**config.mk**
```make
export PLATFORM = sky130hd
export DESIGN_NAME = fwsr_host
export DESIGN_NICKNAME = d
export VERILOG_FILES = /design/src/common/fwsr_pkg.sv /design/src/logic/fwsr_bus_cycle.sv /design/src/logic/fwsr_host.sv
export SDC_FILE = /design/constraint.sdc
export NUM_CORES = 1
export LEC_CHECK = 0
export BUFFER_PORTS_ARGS = -buffer_cell sky130_fd_sc_hd__buf_4
export CAP_MARGIN = 25
export CORE_ASPECT_RATIO = 1.4
export CORE_UTILIZATION = 51
export DETAILED_ROUTE_END_ITERATION = 16
export PLACE_DENSITY = 0.84
export SLEW_MARGIN = 20
export SYNTH_ARGS = -nofsm -noshare
export SYNTH_HDL_FRONTEND = slang
export SYNTH_SLANG_ARGS = --single-unit
```
**constraint.sdc**
```tcl
create_clock -name clk_in -period 5.3 [get_ports clk_in]
set_input_delay 0.53 -clock clk_in [delete_from_list [all_inputs] [get_ports clk_in]]
set_output_delay 0.53 -clock clk_in [all_outputs]
set_load 0.01 [all_outputs]
```
**src/common/fwsr_pkg.sv**
```systemverilog
// package for the flash write status polling controller: register map, pin bundle, timing
package fwsr_pkg;
  localparam int unsigned ADDR_W      = 19;
  localparam int unsigned DQ_W        = 8;
  localparam logic [7:0]  OFF_CTRL    = 8'h00;
  localparam logic [7:0]  OFF_ADDR    = 8'h04;
  localparam logic [7:0]  OFF_STATUS  = 8'h08;
  localparam logic [7:0]  OFF_DATA    = 8'h0C;
  // ctrl bits, write one to act
  localparam int unsigned CTRL_POLL   = 0;
  localparam int unsigned CTRL_RESET  = 1;
  localparam int unsigned CTRL_SINGLE = 2;
  localparam int unsigned CTRL_ABORT  = 3;
  // status bits
  localparam int unsigned ST_BUSY     = 0;
  localparam int unsigned ST_DONE     = 1;
  localparam int unsigned ST_FAIL     = 2;
  localparam int unsigned ST_LIMIT    = 3;
  localparam int unsigned ST_WINDOW   = 4;
  localparam int unsigned ST_TB2      = 5;
  localparam int unsigned ST_RDY      = 6;
  localparam int unsigned ST_ABORTED  = 7;
  // data line positions of the status byte
  localparam int unsigned DQ_TB1      = 6;
  localparam int unsigned DQ_LIMIT    = 5;
  localparam int unsigned DQ_WINDOW   = 3;
  localparam int unsigned DQ_TB2      = 2;
  localparam logic [7:0]  CMD_RESET   = 8'hF0;
  localparam logic [31:0] WORD_ZERO   = 32'h0000_0000;
  // flash strobe width and recovery, in ns and in 200 MHz cycles
  localparam int unsigned CLK_NS      = 5;
  localparam int unsigned STROBE_NS   = 70;
  localparam int unsigned RECOVER_NS  = 30;
  localparam logic [7:0]  STROBE_CYC  = 8'((STROBE_NS + CLK_NS - 1) / CLK_NS);
  localparam logic [7:0]  RECOVER_CYC = 8'((RECOVER_NS + CLK_NS - 1) / CLK_NS);
  localparam logic [7:0]  CNT_ONE     = 8'h01;
  localparam logic [7:0]  CNT_ZERO    = 8'h00;

  typedef struct packed {
    logic [ADDR_W-1:0] addr;
    logic [DQ_W-1:0]   dq;
    logic [DQ_W-1:0]   dq_oe;
    logic              ce_n;
    logic              oe_n;
    logic              we_n;
  } fwsr_pins_t;

  localparam fwsr_pins_t PINS_IDLE = '{addr: '0, dq: '0, dq_oe: '0, ce_n: 1'b1, oe_n: 1'b1, we_n: 1'b1};
endpackage

```
**src/logic/fwsr_bus_cycle.sv**
```systemverilog
// one asynchronous flash bus cycle (read or write) with fixed strobe and recovery time
`timescale 1ns/1ps
`default_nettype none
module fwsr_bus_cycle (
  input  wire logic                          clk_in,    // 200 MHz clock
  input  wire logic                          rst_n_in,  // async reset, active low
  input  wire logic                          en_in,     // clock enable
  input  wire logic                          req_in,    // level: run a cycle when idle
  input  wire logic                          write_in,  // 1 write, 0 read
  input  wire logic [fwsr_pkg::ADDR_W-1:0]   addr_in,   // flash address
  input  wire logic [fwsr_pkg::DQ_W-1:0]     wdata_in,  // write byte
  input  wire logic [fwsr_pkg::DQ_W-1:0]     dq_in,     // data lines from flash
  output var fwsr_pkg::fwsr_pins_t           pins_out,  // registered pin drive
  output logic [fwsr_pkg::DQ_W-1:0]          rdata_out, // byte sampled at strobe end
  output logic                               done_out   // one-cycle pulse per cycle
);
  typedef enum logic [2:0] {
    C_IDLE   = 3'b001,
    C_STROBE = 3'b010,
    C_RECOV  = 3'b100
  } fwsr_cyc_t;

  fwsr_cyc_t  state;
  logic [7:0] cnt;

  always_ff @(posedge clk_in or negedge rst_n_in) begin
    if (!rst_n_in) begin
      state     <= C_IDLE;
      cnt       <= fwsr_pkg::CNT_ZERO;
      pins_out  <= fwsr_pkg::PINS_IDLE;
      rdata_out <= '0;
      done_out  <= 1'b0;
    end else if (en_in) begin
      done_out <= 1'b0;
      case (state)
        C_IDLE: begin
          if (req_in) begin
            pins_out.addr  <= addr_in;
            pins_out.dq    <= wdata_in;
            pins_out.dq_oe <= {fwsr_pkg::DQ_W{write_in}};
            pins_out.ce_n  <= 1'b0;
            pins_out.oe_n  <= write_in;
            pins_out.we_n  <= ~write_in;
            cnt            <= fwsr_pkg::STROBE_CYC;
            state          <= C_STROBE;
          end
        end
        C_STROBE: begin
          if (cnt == fwsr_pkg::CNT_ONE) begin
            // sample before the strobe rises; data is only held while oe is low
            rdata_out      <= dq_in;
            pins_out.ce_n  <= 1'b1;
            pins_out.oe_n  <= 1'b1;
            pins_out.we_n  <= 1'b1;
            pins_out.dq_oe <= '0;
            done_out       <= 1'b1;
            cnt            <= fwsr_pkg::RECOVER_CYC;
            state          <= C_RECOV;
          end else begin
            cnt <= cnt - fwsr_pkg::CNT_ONE;
          end
        end
        C_RECOV: begin
          if (cnt == fwsr_pkg::CNT_ONE) begin
            state <= C_IDLE;
          end else begin
            cnt <= cnt - fwsr_pkg::CNT_ONE;
          end
        end
        default: state <= C_IDLE;
      endcase
    end
  end
endmodule
`default_nettype wire

```
**src/logic/fwsr_host.sv**
```systemverilog
// flash write status polling controller with an apb register slave
//
// Local design decisions: the APB interface to the registers and the address map.
`timescale 1ns/1ps
`default_nettype none
module fwsr_host (
  input  wire logic                        clk_in,           // 200 MHz clock
  input  wire logic                        rst_n_in,         // async reset, active low
  input  wire logic                        en_in,            // clock enable, freezes all state
  input  wire logic                        psel,             // apb select
  input  wire logic                        penable,          // apb enable
  input  wire logic                        pwrite,           // apb direction
  input  wire logic [7:0]                  paddr,            // apb byte address
  input  wire logic [31:0]                 pwdata,           // apb write data
  output logic [31:0]                      prdata,           // apb read data
  output logic                             pready,           // apb ready
  output logic                             pslverr,          // apb error on unmapped address
  output logic [fwsr_pkg::ADDR_W-1:0]      flash_addr_out,   // flash address
  input  wire logic [fwsr_pkg::DQ_W-1:0]   flash_dq_in,      // flash data lines in
  output logic [fwsr_pkg::DQ_W-1:0]        flash_dq_out,     // flash data lines out
  output logic [fwsr_pkg::DQ_W-1:0]        flash_dq_oe_out,  // data drive enable, high drives
  output logic                             flash_ce_n_out,   // chip select, active low
  output logic                             flash_oe_n_out,   // output enable, active low
  output logic                             flash_we_n_out,   // write strobe, active low
  input  wire logic                        ready_busy_n_in   // flash ready, low while busy
);
  typedef enum logic [7:0] {
    S_IDLE   = 8'b0000_0001,
    S_RD1    = 8'b0000_0010,
    S_RD2    = 8'b0000_0100,
    S_RECHK1 = 8'b0000_1000,
    S_RECHK2 = 8'b0001_0000,
    S_ARRAY  = 8'b0010_0000,
    S_RSTCMD = 8'b0100_0000,
    S_SINGLE = 8'b1000_0000
  } fwsr_state_t;

  fwsr_state_t                  state;
  fwsr_pkg::fwsr_pins_t         pins;
  logic [fwsr_pkg::ADDR_W-1:0]  status_addr;
  logic [fwsr_pkg::DQ_W-1:0]    first_byte;
  logic [fwsr_pkg::DQ_W-1:0]    last_byte;
  logic [fwsr_pkg::DQ_W-1:0]    rdata;
  logic                         cyc_done;
  logic                         cyc_req;
  logic                         cyc_write;
  logic                         st_done;
  logic                         st_fail;
  logic                         st_limit;
  logic                         st_window;
  logic                         st_tb2;
  logic                         st_rdy;
  logic                         st_aborted;
  logic                         abort_pend;
  logic                         apb_wr;
  logic                         tb1_same;
  logic [31:0]                  status_word;

  assign apb_wr      = psel && penable && pready && pwrite;
  assign tb1_same    = first_byte[fwsr_pkg::DQ_TB1] == rdata[fwsr_pkg::DQ_TB1];
  assign cyc_req     = state != S_IDLE;
  assign cyc_write   = state == S_RSTCMD;
  assign status_word = {24'h00_0000, st_aborted, st_rdy, st_tb2, st_window,
                        st_limit, st_fail, st_done, state != S_IDLE};

  fwsr_bus_cycle u_cycle (
    .clk_in    (clk_in),
    .rst_n_in  (rst_n_in),
    .en_in     (en_in),
    .req_in    (cyc_req),
    .write_in  (cyc_write),
    .addr_in   (status_addr),
    .wdata_in  (fwsr_pkg::CMD_RESET),
    .dq_in     (flash_dq_in),
    .pins_out  (pins),
    .rdata_out (rdata),
    .done_out  (cyc_done)
  );

  assign flash_addr_out  = pins.addr;
  assign flash_dq_out    = pins.dq;
  assign flash_dq_oe_out = pins.dq_oe;
  assign flash_ce_n_out  = pins.ce_n;
  assign flash_oe_n_out  = pins.oe_n;
  assign flash_we_n_out  = pins.we_n;

  // apb answer: pready rises in the first access cycle, so every transfer has one wait-free access
  always_ff @(posedge clk_in or negedge rst_n_in) begin
    if (!rst_n_in) begin
      pready  <= 1'b0;
      pslverr <= 1'b0;
      prdata  <= fwsr_pkg::WORD_ZERO;
    end else if (en_in) begin
      pready  <= psel && !penable && !pready;
      pslverr <= 1'b0;
      if (psel && !penable) begin
        prdata <= fwsr_pkg::WORD_ZERO;
        if (paddr == fwsr_pkg::OFF_CTRL) begin
          prdata <= fwsr_pkg::WORD_ZERO;
        end else if (paddr == fwsr_pkg::OFF_ADDR) begin
          prdata <= {13'h0000, status_addr};
        end else if (paddr == fwsr_pkg::OFF_STATUS) begin
          prdata <= status_word;
        end else if (paddr == fwsr_pkg::OFF_DATA) begin
          prdata <= {24'h00_0000, last_byte};
        end else begin
          pslverr <= 1'b1;
        end
      end
    end
  end

  // status address; software must give an address inside the programmed or erase-selected sector
  // valid status address
  always_ff @(posedge clk_in or negedge rst_n_in) begin
    if (!rst_n_in) begin
      status_addr <= '0;
    end else if (en_in && apb_wr && paddr == fwsr_pkg::OFF_ADDR && state == S_IDLE) begin
      status_addr <= pwdata[fwsr_pkg::ADDR_W-1:0];
    end
  end

  always_ff @(posedge clk_in or negedge rst_n_in) begin
    if (!rst_n_in) begin
      st_rdy <= 1'b0;
    end else if (en_in) begin
      st_rdy <= ready_busy_n_in;
    end
  end

  // abort only lands between double reads, so a resumed poll never trusts a stale first byte
  always_ff @(posedge clk_in or negedge rst_n_in) begin
    if (!rst_n_in) begin
      abort_pend <= 1'b0;
    end else if (en_in) begin
      if (apb_wr && paddr == fwsr_pkg::OFF_CTRL && pwdata[fwsr_pkg::CTRL_ABORT] && state != S_IDLE) begin
        abort_pend <= 1'b1;
      end else if (state == S_IDLE) begin
        abort_pend <= 1'b0;
      end
    end
  end

  // sequencer; commands other than abort written while busy are ignored
  always_ff @(posedge clk_in or negedge rst_n_in) begin
    if (!rst_n_in) begin
      state      <= S_IDLE;
      first_byte <= '0;
      last_byte  <= '0;
      st_done    <= 1'b0;
      st_fail    <= 1'b0;
      st_limit   <= 1'b0;
      st_window  <= 1'b0;
      st_tb2     <= 1'b0;
      st_aborted <= 1'b0;
    end else if (en_in) begin
      case (state)
        S_IDLE: begin
          if (apb_wr && paddr == fwsr_pkg::OFF_CTRL) begin
            if (pwdata[fwsr_pkg::CTRL_RESET]) begin
              st_done <= 1'b0;
              state   <= S_RSTCMD;
            end else if (pwdata[fwsr_pkg::CTRL_POLL]) begin
              st_done    <= 1'b0;
              st_fail    <= 1'b0;
              st_limit   <= 1'b0;
              st_tb2     <= 1'b0;
              st_aborted <= 1'b0;
              state      <= S_RD1;
            end else if (pwdata[fwsr_pkg::CTRL_SINGLE]) begin
              st_done <= 1'b0;
              state   <= S_SINGLE;
            end
          end
        end
        S_RD1: begin
          if (cyc_done) begin
            first_byte <= rdata;
            state      <= S_RD2;
          end
        end
        S_RD2: begin
          if (cyc_done) begin
            last_byte <= rdata;
            st_tb2    <= first_byte[fwsr_pkg::DQ_TB2] != rdata[fwsr_pkg::DQ_TB2];
            if (tb1_same) begin
              state <= S_ARRAY;
            end else if (rdata[fwsr_pkg::DQ_LIMIT]) begin
              st_limit <= 1'b1;
              state    <= S_RECHK1;
            end else if (abort_pend) begin
              st_aborted <= 1'b1;
              st_done    <= 1'b1;
              state      <= S_IDLE;
            end else begin
              state <= S_RD1;
            end
          end
        end
        S_RECHK1: begin
          if (cyc_done) begin
            first_byte <= rdata;
            state      <= S_RECHK2;
          end
        end
        S_RECHK2: begin
          if (cyc_done) begin
            last_byte <= rdata;
            if (tb1_same) begin
              state <= S_ARRAY;
            end else begin
              st_fail <= 1'b1;
              state   <= S_RSTCMD;
            end
          end
        end
        S_ARRAY: begin
          // the read after toggling stops is the first one carrying array data
          if (cyc_done) begin
            last_byte <= rdata;
            st_done   <= 1'b1;
            state     <= S_IDLE;
          end
        end
        S_RSTCMD: begin
          if (cyc_done) begin
            st_done <= 1'b1;
            state   <= S_IDLE;
          end
        end
        S_SINGLE: begin
          if (cyc_done) begin
            last_byte <= rdata;
            st_window <= rdata[fwsr_pkg::DQ_WINDOW];
            st_done   <= 1'b1;
            state     <= S_IDLE;
          end
        end
        default: state <= S_IDLE;
      endcase
    end
  end
endmodule
`default_nettype wire

```
**Word-level counts from Yosys, hierarchy flattened**

Index checks and enable logic that the tools add are counted.

- $add $sub $neg: 1
- Multiply operators: 0
- Div/mod/pow operators: 0
- $lt $le $gt $ge: 0
- Eq/ne operators: 36
- Shift-type cells: 0
- Mux-type cells: 61
- Bitwise gates (word level): 1
- Reductions and logical operators: 39

Operators by type and width:

| operator | number |
|---|---|
| $mux W8 | 14 |
| $pmux W8 S6 | 1 |
| $mux W19 | 2 |
| $mux W1 | 27 |
| $eq A8 B4 Y1 const B | 3 |
| $pmux W8 S3 | 1 |
| $mux W11 | 2 |
| $pmux W11 S2 | 1 |
| $ne A2 B1 Y1 const B | 9 |
| $reduce_and A9 Y1 | 2 |
| $eq A8 B1 Y1 const B | 2 |
| $eq A8 B3 Y1 const B | 2 |
| $ne A2 B2 Y1 const B | 8 |
| $reduce_and A8 Y1 | 2 |
| $reduce_and A3 Y1 | 5 |
| $reduce_and A4 Y1 | 3 |
| $logic_and A1 B1 Y1 | 11 |
| $mux W3 | 3 |
| $pmux W3 S3 | 1 |
| $eq A8 B2 Y1 const B | 1 |
| $eq A8 B5 Y1 const B | 1 |
| $eq A8 B6 Y1 const B | 1 |
| $eq A8 B7 Y1 const B | 1 |
| $eq A8 B8 Y1 const B | 1 |
| 25 further kinds | 34 |

- Bits in registers: 135
- Bits in latches: 0
- RAM bits: 0
- Bits in read-only memories: 0
- Bits of input ports: 55
- Logic and storage cells: 163
- Memories: 0

**Longest topological paths before layout**

Gate-level depths: netlist (run 1).

- Depth in word-level cells: 8
- Gate-level depth with buffers: 8
- Depth with buffers taken out: 7

**Hierarchy**

From an unflattened synthesis (run 1), not the netlist that was laid out.

- Cell total of the unflattened synthesis: 529
- Area, all modules: 5,667.9 um2

By module, submodules not included:

| module | instances | cells an instance | area each (um2) | sequential area each (um2) |
|---|---|---|---|---|
| fwsr_host | 1 | 292 | 3,304.4 | 1,652.8 |
| fwsr_bus_cycle | 1 | 237 | 2,363.5 | 1,281.2 |

**Worst setup path before layout (run 1)**

No wires, ideal clock.

- Path type: input to register
- Start point: input paddr[5]
- End point: register status_addr[10] in the netlist's numbering
- Setup time: 0.128 ns
- Arrival time: 2.052 ns
- Data required time: 5.172 ns
- Slack: 3.120 ns
- Stages on the path: 6
- Path through: nor4_1 > and2_1 > nand2_1 > nor3_4 > buf_4 > mux2_1

- Cells in the longest elaborated chain, start to end: 3

RTL lines:

| element | RTL line | text |
|---|---|---|
| start, declared | fwsr_host.sv:13 | `input wire logic [7:0] paddr,` |
| $eq A8 B3 Y1 | fwsr_host.sv:118 | `end else if (en_in && apb_wr && paddr == fwsr_pkg::OFF_ADDR && state == S_IDLE) begin` |
| $logic_and A1 B1 Y1 (2 in series) | fwsr_host.sv:118 |  |
| end signal, assigned | fwsr_host.sv:119 | `status_addr <= pwdata[fwsr_pkg::ADDR_W-1:0];` |
| end, declared | fwsr_host.sv:40 | `logic [fwsr_pkg::ADDR_W-1:0] status_addr;` |

Every way passes these cells.
A chain may end at the register's enable or synchronous reset.

**Worst setup path in the final report (run 1)**

- Start point: register state[1]
- End point: register u_cycle.pins_out[30] in the netlist's numbering

- Cells in the longest elaborated chain, start to end: 2

RTL lines:

| element | RTL line | text |
|---|---|---|
| start, declared | fwsr_host.sv:38 | `fwsr_state_t state;` |
| start signal, assigned | fwsr_host.sv:147 | `state <= S_IDLE;` |
| start signal, assigned | fwsr_host.sv:162 | `state <= S_RSTCMD;` |
| start signal, assigned | fwsr_host.sv:169 | `state <= S_RD1;` |
| $ne A8 B1 Y1 | fwsr_host.sv:61 | `assign cyc_req = state != S_IDLE;` |
| $reduce_and A3 Y1 (no line) | n/a |  |
| end signal, assigned | fwsr_bus_cycle.sv:30 | `pins_out <= fwsr_pkg::PINS_IDLE;` |
| end, declared | fwsr_bus_cycle.sv:13 | `output var fwsr_pkg::fwsr_pins_t pins_out,` |

Every way passes these cells.

==> impl_metrics.ini, run 1 <==
[critical_path]
cp.arrival_ps = 3140
r2r_cells = 4
cp-start-kind = flop
crit_fanout = 20
rrSetupSlack_ps = 2390
path_class = flop to flop
r2r-end = u_cycle.pins_out[30]
cp-end-kind = flop
cp_data_required_time_ps = 5530
r2r_start = state[1]

[sta]
setup_ws_ps = 2390
finalSetupTns_ps = 0
maxSlewHeadroom_pct = 32.3
fin_crit_ps = 2910
rsz0062_at_grt = no
fmax_ghz = 0.344
hold_violations = 0
fin_crit_sh_pct = 54.9
tightest_slew_ps = 1020
setup_violations = 0
slew_viol_final = 0
skew_ps = 11.7

[yosys]
ys_ff_latch = 110
synthArstFlopShare_pct = 100
synth_top_family_by_area = multiplexers
synth_ff_type = dfrtp_1
ys_top_cells_by_area = dfrtp_1 49%, mux2_2 9.1%, mux2_1 4.4%
ys_types = 69
avgSynthCellArea_um2 = 12.0
synth_cells = 443
synth-xor-area-share_pct = 1.15
yosysTopAreaCellShare_pct = 49.3
synth_compound_area_share_pct = 12.0
yosys.area.top_type = dfrtp_1
synth_edf_count = 0
synth_mux_area_share_pct = 16.2
ys_seq_area_share_pct = 51.8
synthAdderAreaFrac_pct = 0.470
ys_warn_count = 0
syn_area_mm2 = 0.00533
yosys.area_share.simple_pct = 11.2

[cts]
ctsHtreeMaxLevel = 3
post_cts_buffers = 0
cts-root-buf = clkbuf_16
clock_sinks = 110
numCtsBuffers = 9
clk_pin_slew_worst_paths_ps = 80
cts_max_path_buffers = 2
ctsHoldBuffers = 0
cts_tree = built
cts_resized = 0
clk_latency_ps = 350

[drt]
drt_iter0_drc = 268
ant_nets = 0
wl_per_cell_um = 18.2
drtPass1Iterations = 6
drcViolationCount = 0
routed_wl_um = 12000
vias = 3776
avgViaCountPerCell = 5.72

[layout]
area_growth_pct = 18.0
drive_gt1_share_pct = 35.6
diodes = 0
nNetsFinal = 577

[global_route]
grt_antenna_before_repair = 0
grt_overflow = 0
grt_pass1_wl_um = 19200
grt_max_degree = 80
grt_usage_pct = 23.7
grt_pass1_vias = 3853

[power]
irDropWorstVdd_v = 0.000165
design_power_total_uw = 2250
p_clk_share_pct = 29.0
leakage_uw = 0.00316
internal_power_uw = 1500
p_per_area_mw_per_mm2 = 358
power.switching_uw = 754
pwr-share-seq_pct = 44.2
switching_share_pct = 33.5
combPwrFrac_pct = 26.8

[placed_design]
hpwlAfterDp_um = 8520
dp_slack_ps = 2270
place.gp.congestion = 0.920
numPortBuffers = 96

[worst_hold_path]
hold_class = input pin to async pin

[floorplanning]
core_area_mm2 = 0.0100
dieArea_mm2 = 0.0109
pin_count = 127
initial_utilization_pct = 53.2
num_rows = 43
die_h_um = 123
dieWidth_um = 88.4

[status]
status = finished clean

[flow_run]
maxCapViolations = 0
## power by group through the flow
stage / Clock [uW] / Sequential (uW) / Combinational [uW]
6_report: 654 / 994 / 602
5_1_grt: 701 / 1010 / 664
4_1_cts: 670 / 993 / 595
3_5_place_dp: 0 / 1010 / 589
3_3_place_gp: 0 / 1000 / 571
2_1_floorplan: 0 / 974 / 494
## cell usage in the layout (no fill, tap or decap), types with 3 or more instances in the layout
cell type and instances:
xor2_1 5, nor2b_1 5, clkbuf_16 9, dfrtp_1 105, a22oi_1 10, buf_4 98, nand3_1 11, dfstp_2 5
a22o_1 13, mux2_2 43, clkinvlp_4 3, nand2_1 24, a31oi_1 3, mux2_1 21, inv_1 14, nand2b_1 6
or3_1 4, nor2_1 17, and3_1 3, nor3_1 6, nand4_1 3, o21ai_0 19, nor3b_1 3, a21oi_1 8
mux2_4 8, conb_1 17, or4_1 4
## Yosys cell counts, drive strengths merged, types with 6 or more instances
| cell | count |
|---|---|
| dfrtp | 105 |
| mux2 | 72 |
| buf | 41 |
| nand2 | 24 |
| o21ai | 21 |
| nor2 | 18 |
| inv | 14 |
| a22o | 13 |
| nand3 | 12 |
| a22oi | 10 |
| a21oi | 9 |
| clkbuf | 8 |
| nor3 | 7 |
| nand2b | 6 |
## state kept, by name (all words and copies together) (netlist names), 3 cells and up
register and cells:
last_byte 8, prdata 19, state 8, status_addr 19, u_cycle.cnt 8, u_cycle.pins_out 24, u_cycle.rdata_out 8, u_cycle.state 3
## logic make-up (layout without fill, tap and decap cells)
| family | after synthesis | after routing |
|---|---|---|
| flip-flops | 110 | 110 |
| AND/OR/NAND/NOR | 105 | 105 |
| AO/OA/AOI/OAI | 81 | 81 |
| multiplexers | 74 | 74 |
| buffers and inverters | 63 | 129 |
| XOR/XNOR | 7 | 7 |
| adder cells (fa/ha/maj) | 2 | 2 |
| other | 1 | 17 |
## metal layers
metal | vias to the layer above | global-route usage (%) | wire length, um
li1 | 1704 | - | -
met5 | - | 0 | 0
met1 | 1854 | 28.0 | 4560
met3 | 37 | 7.08 | 936
met2 | 181 | 39.6 | 6090
met4 | 0 | 10.8 | 453
## stage by stage
stage               utilization (%)  instances  area (um^2)  hold WS, ps
global placement               59.6        643         5970          457
detailed placement             59.6        643         5970          472
global route                   62.8        660         6290          132
floorplan                         -        459         5390          234
finish                         62.8        660         6290          104
CTS                            62.5        659         6260          104
## final cells by class
type | count | area [um^2]
inverter | 14 | 52.6
multi-input combinational | 286 | 2250
clock inverter | 7 | 67.6
fill | 785 | 3720
clock buffer | 9 | 225
tap | 135 | 169
sequential | 110 | 2760
timing repair buffer | 99 | 763
## how the worst max path moves through the flow
stage | startpoint | to | slack, ps | cells past startpoint
after floorplan | paddr[5] | status_addr[10] | 3120 | 6
after global placement | paddr[2] | status_addr[3] | 2260 | 5
after detailed placement | paddr[2] | status_addr[7] | 2270 | 5
after CTS | state[1] | u_cycle.pins_out[30] | 2430 | 4
after global routing | state[1] | u_cycle.pins_out[34] | 2270 | 4
final | state[1] | u_cycle.pins_out[30] | 2390 | 4
## worst max-delay path: stages, from the launching register on
cell     delay (ps)
dfrtp_1         460
or4_1           750
o21ai_2         330
or3_1           820
mux2_2          420
Note: power is estimated with default switching activity, not from simulation.
==> run 2: changes to the inputs <==
--- a/config.mk
+++ b/config.mk
@@ -8,9 +8,9 @@
 export BUFFER_PORTS_ARGS = -buffer_cell sky130_fd_sc_hd__buf_4
 export CAP_MARGIN = 25
 export CORE_ASPECT_RATIO = 1.4
-export CORE_UTILIZATION = 51
+export CORE_UTILIZATION = 49
 export DETAILED_ROUTE_END_ITERATION = 16
-export PLACE_DENSITY = 0.84
+export PLACE_DENSITY = 0.85
 export SLEW_MARGIN = 20
 export SYNTH_ARGS = -nofsm -noshare
 export SYNTH_HDL_FRONTEND = slang
==> constraint.sdc (replaced) <==
create_clock -name clk_in -period 2.5 [get_ports clk_in]
set_input_delay 0.25 -clock clk_in [delete_from_list [all_inputs] [get_ports clk_in]]
set_output_delay 0.25 -clock clk_in [all_outputs]
set_load 0.01 [all_outputs]
==> run 2 against run 1 <==
Against the previous run: design area increased by 2.0%; non-clock buffer count is 9 higher; critical endpoint is now status_addr[3]; sequential power increased by 110%; fmax up 24%; setup slack worse by 2200 ps; clock skew is 2.1 ps lower; combinational power is 120% higher; global-route usage fell by 2.1 points; via count rose by 0.37%; critical path type unchanged.
==> impl_metrics.ini, run 2 (synthesis results as in run 1) <==
[status]
status = finished clean

[critical_path]
rrSetupSlack_ps = 150
cp-end-kind = flop
slowest_stage = nor4_2
r2r-end = status_addr[3]
crit_fanout = 16
cp_data_required_time_ps = 2740
path_class = flop to flop
slowest_delay_ps = 470
cp.arrival_ps = 2590
cp-start-kind = flop
r2r_start = state[1]
r2r_cells = 5
crit_chain = nor4_2 > nand3_1 > nor3_4 > buf_12 > mux2_2

[placed_design]
hpwlAfterDp_um = 8670
dp_slack_ps = 193
place.gp.congestion = 0.893
numPortBuffers = 96

[layout]
fill_cells = 828
diodes = 0
reg_top3 = u_cycle.pins_out (24), prdata (19), status_addr (19)
layout_common_cells = 105 x dfrtp_1, 104 x buf_4, 43 x mux2_2, 24 x nand2_1, 21 x mux2_1
largest_reg_flops = 24
nNetsFinal = 586
drive_gt1_share_pct = 36.5
top_register = u_cycle.pins_out
area_growth_pct = 20.4
layout_commonest_cell = dfrtp_1

[floorplanning]
pin_count = 127
dieWidth_um = 90.1
die_h_um = 125
core_area_mm2 = 0.0105
initial_utilization_pct = 50.9
dieArea_mm2 = 0.0113
num_rows = 44

[drt]
wl_per_cell_um = 17.5
vias = 3790
avgViaCountPerCell = 5.64
ant_nets = 0
drcViolationCount = 0
drtPass1Iterations = 5
drt_iter0_drc = 284
routed_wl_um = 11800

[cts]
ctsHtreeMaxLevel = 3
post_cts_buffers = 0
clk_latency_ps = 350
cts-root-buf = clkbuf_16
clk_pin_slew_worst_paths_ps = 80
numCtsBuffers = 9
cts_max_path_buffers = 2
cts_tree = built
clock_sinks = 110

[sta]
skew_ps = 9.59
setup_ws_ps = 151
setup_violations = 0
fin_crit_sh_pct = 94.0
slew_viol_final = 0
rsz0062_at_grt = no
maxSlewHeadroom_pct = 58.2
fmax_ghz = 0.426
finalSetupTns_ps = 0
fin_crit_ps = 2350
hold_violations = 0
tightest_slew_ps = 624

[global_route]
grt_antenna_before_repair = 0
grt_pass1_vias = 3909
grt_max_degree = 79
grt_usage_pct = 21.6
grt_pass1_wl_um = 19300
grt_overflow = 0

[worst_hold_path]
holdPathStages = 2
worstHoldEndpoint = status_addr[8]
hold_path_startpoint = pwdata[8]
hold_class = input pin to flop

[flow_run]
maxCapViolations = 0

[power]
design_power_total_uw = 4940
p_per_area_mw_per_mm2 = 771
irDropWorstVdd_v = 0.000390
leakage_uw = 0.00323
run 2: changes by cell type in the layout (fill, tap and decap cells not counted), sizes merged:
cell / previous run / this run
bufinv: 0 / 1
clkinv: 1 / 3
dlygate4sd3: 0 / 1
buf: 99 / 107
clkinvlp: 3 / 0
run 2: how the worst max path moves through the flow:
stage | depth (start not counted) | start | end | slack (ps)
finish | 5 | state[1] | status_addr[3] | 150
global route | 5 | state[1] | st_tb2 | 30
CTS | 5 | state[1] | status_addr[14] | 160
detailed placement | 5 | state[1] | status_addr[2] | 190
global placement | 5 | state[1] | u_cycle.pins_out[30] | 230
floorplan | 6 | state[0] | u_cycle.pins_out[30] | 350
run 2: what timing repair did:
action | CTS | global route
resized for setup | 0 | 0
endpoints found under the hold margin | 27 | 0
hold buffers | 1 | 0
run 2: power by group:
part	internal [uW]	switching (uW)
registers	1930	180
logic	572	734
clock network	814	716
run 2: metrics by stage:
step | instance area, um^2 | utilization (%) | hold slack [ps] | cells
floorplan | 5390 | - | -45.6 | 459
global placement | 6070 | 58.1 | 224 | 655
detailed placement | 6070 | 58.1 | 235 | 655
CTS | 6410 | 61.3 | 102 | 672
global route | 6410 | 61.3 | 103 | 672
finish | 6410 | 61.3 | 104 | 672
run 2: layer usage:
layer  share of wire [%]  up-vias  track usage, %
li1                    -     1726               -
met1                  40     1884            25.4
met2                  51      150            37.0
met3                 6.3       30            5.41
met4                 2.8        0            10.1
met5                   0        -               0
run 2: critical path, delay by kind of cell, from the launching register on:
| family | cells | cell delay (ps) |
|---|---|---|
| buffers and inverters | 1 | 190 |
| flip-flops | 1 | 460 |
| multiplexers | 1 | 350 |
| AND/OR/NAND/NOR | 3 | 1230 |
run 2: layout make-up:
cell class              count  area (um^2)  area share, %
repair buffers            108          851           13.3
well taps                 138          173           2.69
inverters                  14         52.6          0.820
multi-input cells         286         2250           35.1
clock buffers               9          225           3.51
flip-flops and latches    110         2760           43.0
clock inverters             7          103           1.60
==> run 3: changes to the inputs <==
--- a/config.mk
+++ b/config.mk
@@ -5,12 +5,14 @@
 export SDC_FILE = /design/constraint.sdc
 export NUM_CORES = 1
 export LEC_CHECK = 0
+export ABC_AREA = 1
 export BUFFER_PORTS_ARGS = -buffer_cell sky130_fd_sc_hd__buf_4
 export CAP_MARGIN = 25
 export CORE_ASPECT_RATIO = 1.4
+export CORE_MARGIN = 5
 export CORE_UTILIZATION = 49
 export DETAILED_ROUTE_END_ITERATION = 16
-export PLACE_DENSITY = 0.85
+export PLACE_DENSITY = 0.84
 export SLEW_MARGIN = 20
 export SYNTH_ARGS = -nofsm -noshare
 export SYNTH_HDL_FRONTEND = slang
==> run 3 against run 2 <==
Against the previous run: flip-flop and latch count stayed put; cell count is 33% higher; largest cell class unchanged; sequential share of layout area is 1.3 points lower; sequential power is 10% higher; largest power group unchanged; total power is 16% higher; design area is 3.2% higher; register-to-register slack better by 550 ps; critical path type unchanged; worst hold slack worse by 8.5 ps; die area is 22% higher; setup slack better by 550 ps; first-iteration DRC count is 15% lower.
==> impl_metrics.ini, run 3 <==
[sta]
fin_crit_sh_pct = 72.0
setup_violations = 0
skew_ps = 7.99
maxSlewHeadroom_pct = 55.6
tightest_slew_ps = 659
hold_violations = 0
finalSetupTns_ps = 0
fin_crit_ps = 1800
slew_viol_final = 0
rsz0062_at_grt = no
fmax_ghz = 0.555

[critical_path]
r2r_cells = 10
cp-start-kind = flop
endpoint = state[7]
crit_fanout = 9
r2r-end = state[7]
cp_data_required_time_ps = 2790
cp.arrival_ps = 2090
critPathLaunch = state[0]
rrSetupSlack_ps = 700
r2r_start = state[0]
cp-end-kind = flop
path_class = flop to flop

[power]
leakage_uw = 0.00345
p_per_area_mw_per_mm2 = 869
design_power_total_uw = 5750
irDropWorstVdd_v = 0.000506

[layout]
nNetsFinal = 803
reg_top3 = u_cycle.pins_out (24), prdata (19), status_addr (19)
top_register = u_cycle.pins_out
multiInputGateArea_mm2 = 0.00234
drive_gt1_share_pct = 27.3
largest_reg_flops = 24
regArea_mm2 = 0.00276
diodes = 0
final_area_mm2 = 0.00662
area_growth_pct = 17.1
layout_common_cells = 161 x nand2_1, 105 x dfrtp_1, 99 x buf_4, 57 x nor2_1, 53 x inv_1
fin_util_pct = 58.3
fill_cells = 986
stdcell_count = 895
layout_commonest_cell = nand2_1

[yosys]
synth_ff_type = dfrtp_1
ys_top_cells_by_area = dfrtp_1 47%, nand2_1 11%, nor2_1 3.8%
yosysTopAreaCellShare_pct = 46.5
synth.most_common_cell = nand2_1
syn_area_mm2 = 0.00565
ys_types = 43
yosys.area.top_type = dfrtp_1
synth_edf_count = 0
ys_warn_count = 0
ys_ff_latch = 110
ys_seq_area_share_pct = 48.8
synthArstFlopShare_pct = 100
synth_cells = 661
avgSynthCellArea_um2 = 8.54
synth_common_cells = 161 x nand2_1, 105 x dfrtp_1, 57 x nor2_1

[global_route]
grt_max_degree = 64
grt_pass1_vias = 4421
grt_overflow = 0
grt_usage_pct = 18.1
grt_pass1_wl_um = 20000
grt_antenna_before_repair = 0

[cts]
ctsHtreeMaxLevel = 3
cts_resized = 0
clk_latency_ps = 350
clock_sinks = 110
clk_pin_slew_worst_paths_ps = 70
numCtsBuffers = 9
post_cts_buffers = 0
cts_max_path_buffers = 2
ctsHoldBuffers = 1
cts-root-buf = clkbuf_16
cts_tree = built

[placed_design]
placed_cells = 878
numPortBuffers = 96
hpwlAfterDp_um = 8990
place.gp.congestion = 0.924
place_area_mm2 = 0.00633

[floorplanning]
dieArea_mm2 = 0.0138
initial_utilization_pct = 49.8
dieWidth_um = 101
core_area_mm2 = 0.0113
pin_count = 127
num_rows = 46
die_h_um = 137

[drt]
routed_wl_um = 12000
drt_iter0_drc = 241
avgViaCountPerCell = 5.00
drtPass1Iterations = 4
wl_per_cell_um = 13.4
ant_nets = 0
drcViolationCount = 0
vias = 4479

[flow_run]
maxCapViolations = 0

[worst_hold_path]
hold_class = input pin to flop

[status]
status = finished clean
## run 3: worst max-delay path, stage by stage, from the launching register on
cell	delay, ps
dfstp_2	570
inv_2	50
nand2_2	100
nor2_2	60
nand3_1	190
nand2_1	130
nand2_1	90
nand2_2	140
nor2_4	240
nand2_1	90
nand2_1	70
## run 3: cell type report
cell class,instances,share of cell area (%)
clock buffers,11,3.52
clock inverters,5,0.662
inverters,72,4.29
multi-input cells,452,35.4
flip-flops and latches,110,41.7
well taps,144,2.72
repair buffers,101,11.7
## run 3: worst min-delay path by stage
stage               startpoint              endpoint  slack, ps  cells after the start
2_1_floorplan         rst_n_in            abort_pend        -50                      0
5_1_grt        ready_busy_n_in                st_rdy        130                      3
3_5_place_dp          rst_n_in  u_cycle.pins_out[31]        300                      1
4_1_cts        ready_busy_n_in                st_rdy         90                      3
6_report       ready_busy_n_in                st_rdy        100                      3
3_3_place_gp          rst_n_in            prdata[11]        290                      1
## run 3: logic make-up (layout without fill, tap and decap cells)
group | Yosys count | count (layout) | synth area share (%)
AO/OA/AOI/OAI | 116 | 116 | 12.7
XOR/XNOR | 4 | 4 | 0.620
adder cells (fa/ha/maj) | 2 | 2 | 0.443
buffers and inverters | 115 | 189 | 10.7
flip-flops | 110 | 110 | 48.8
multiplexers | 1 | 1 | 0.199
other | 1 | 17 | 0.0664
AND/OR/NAND/NOR | 312 | 312 | 26.3
## run 3: through the flow
step | setup WS [ps] | hold WS [ps]
3_3_place_gp | 742 | 294
5_1_grt | 566 | 125
2_1_floorplan | 939 | -45.6
6_report | 699 | 96.0
4_1_cts | 725 | 91.2
3_5_place_dp | 704 | 296
## run 3: layer usage
metal	track usage, %	vias to the layer above	wire, um
met5	0	-	0
met2	30.9	123	5920
met1	22.3	2077	5060
met4	8.46	0	308
li1	-	2254	-
met3	2.55	25	716
## run 3: where the power goes
part	internal, uW	total, uW	switching (uW)
Clock	688	1340	656
Combinational	784	2080	1300
Sequential	2110	2330	216
Total	3580	5750	2170
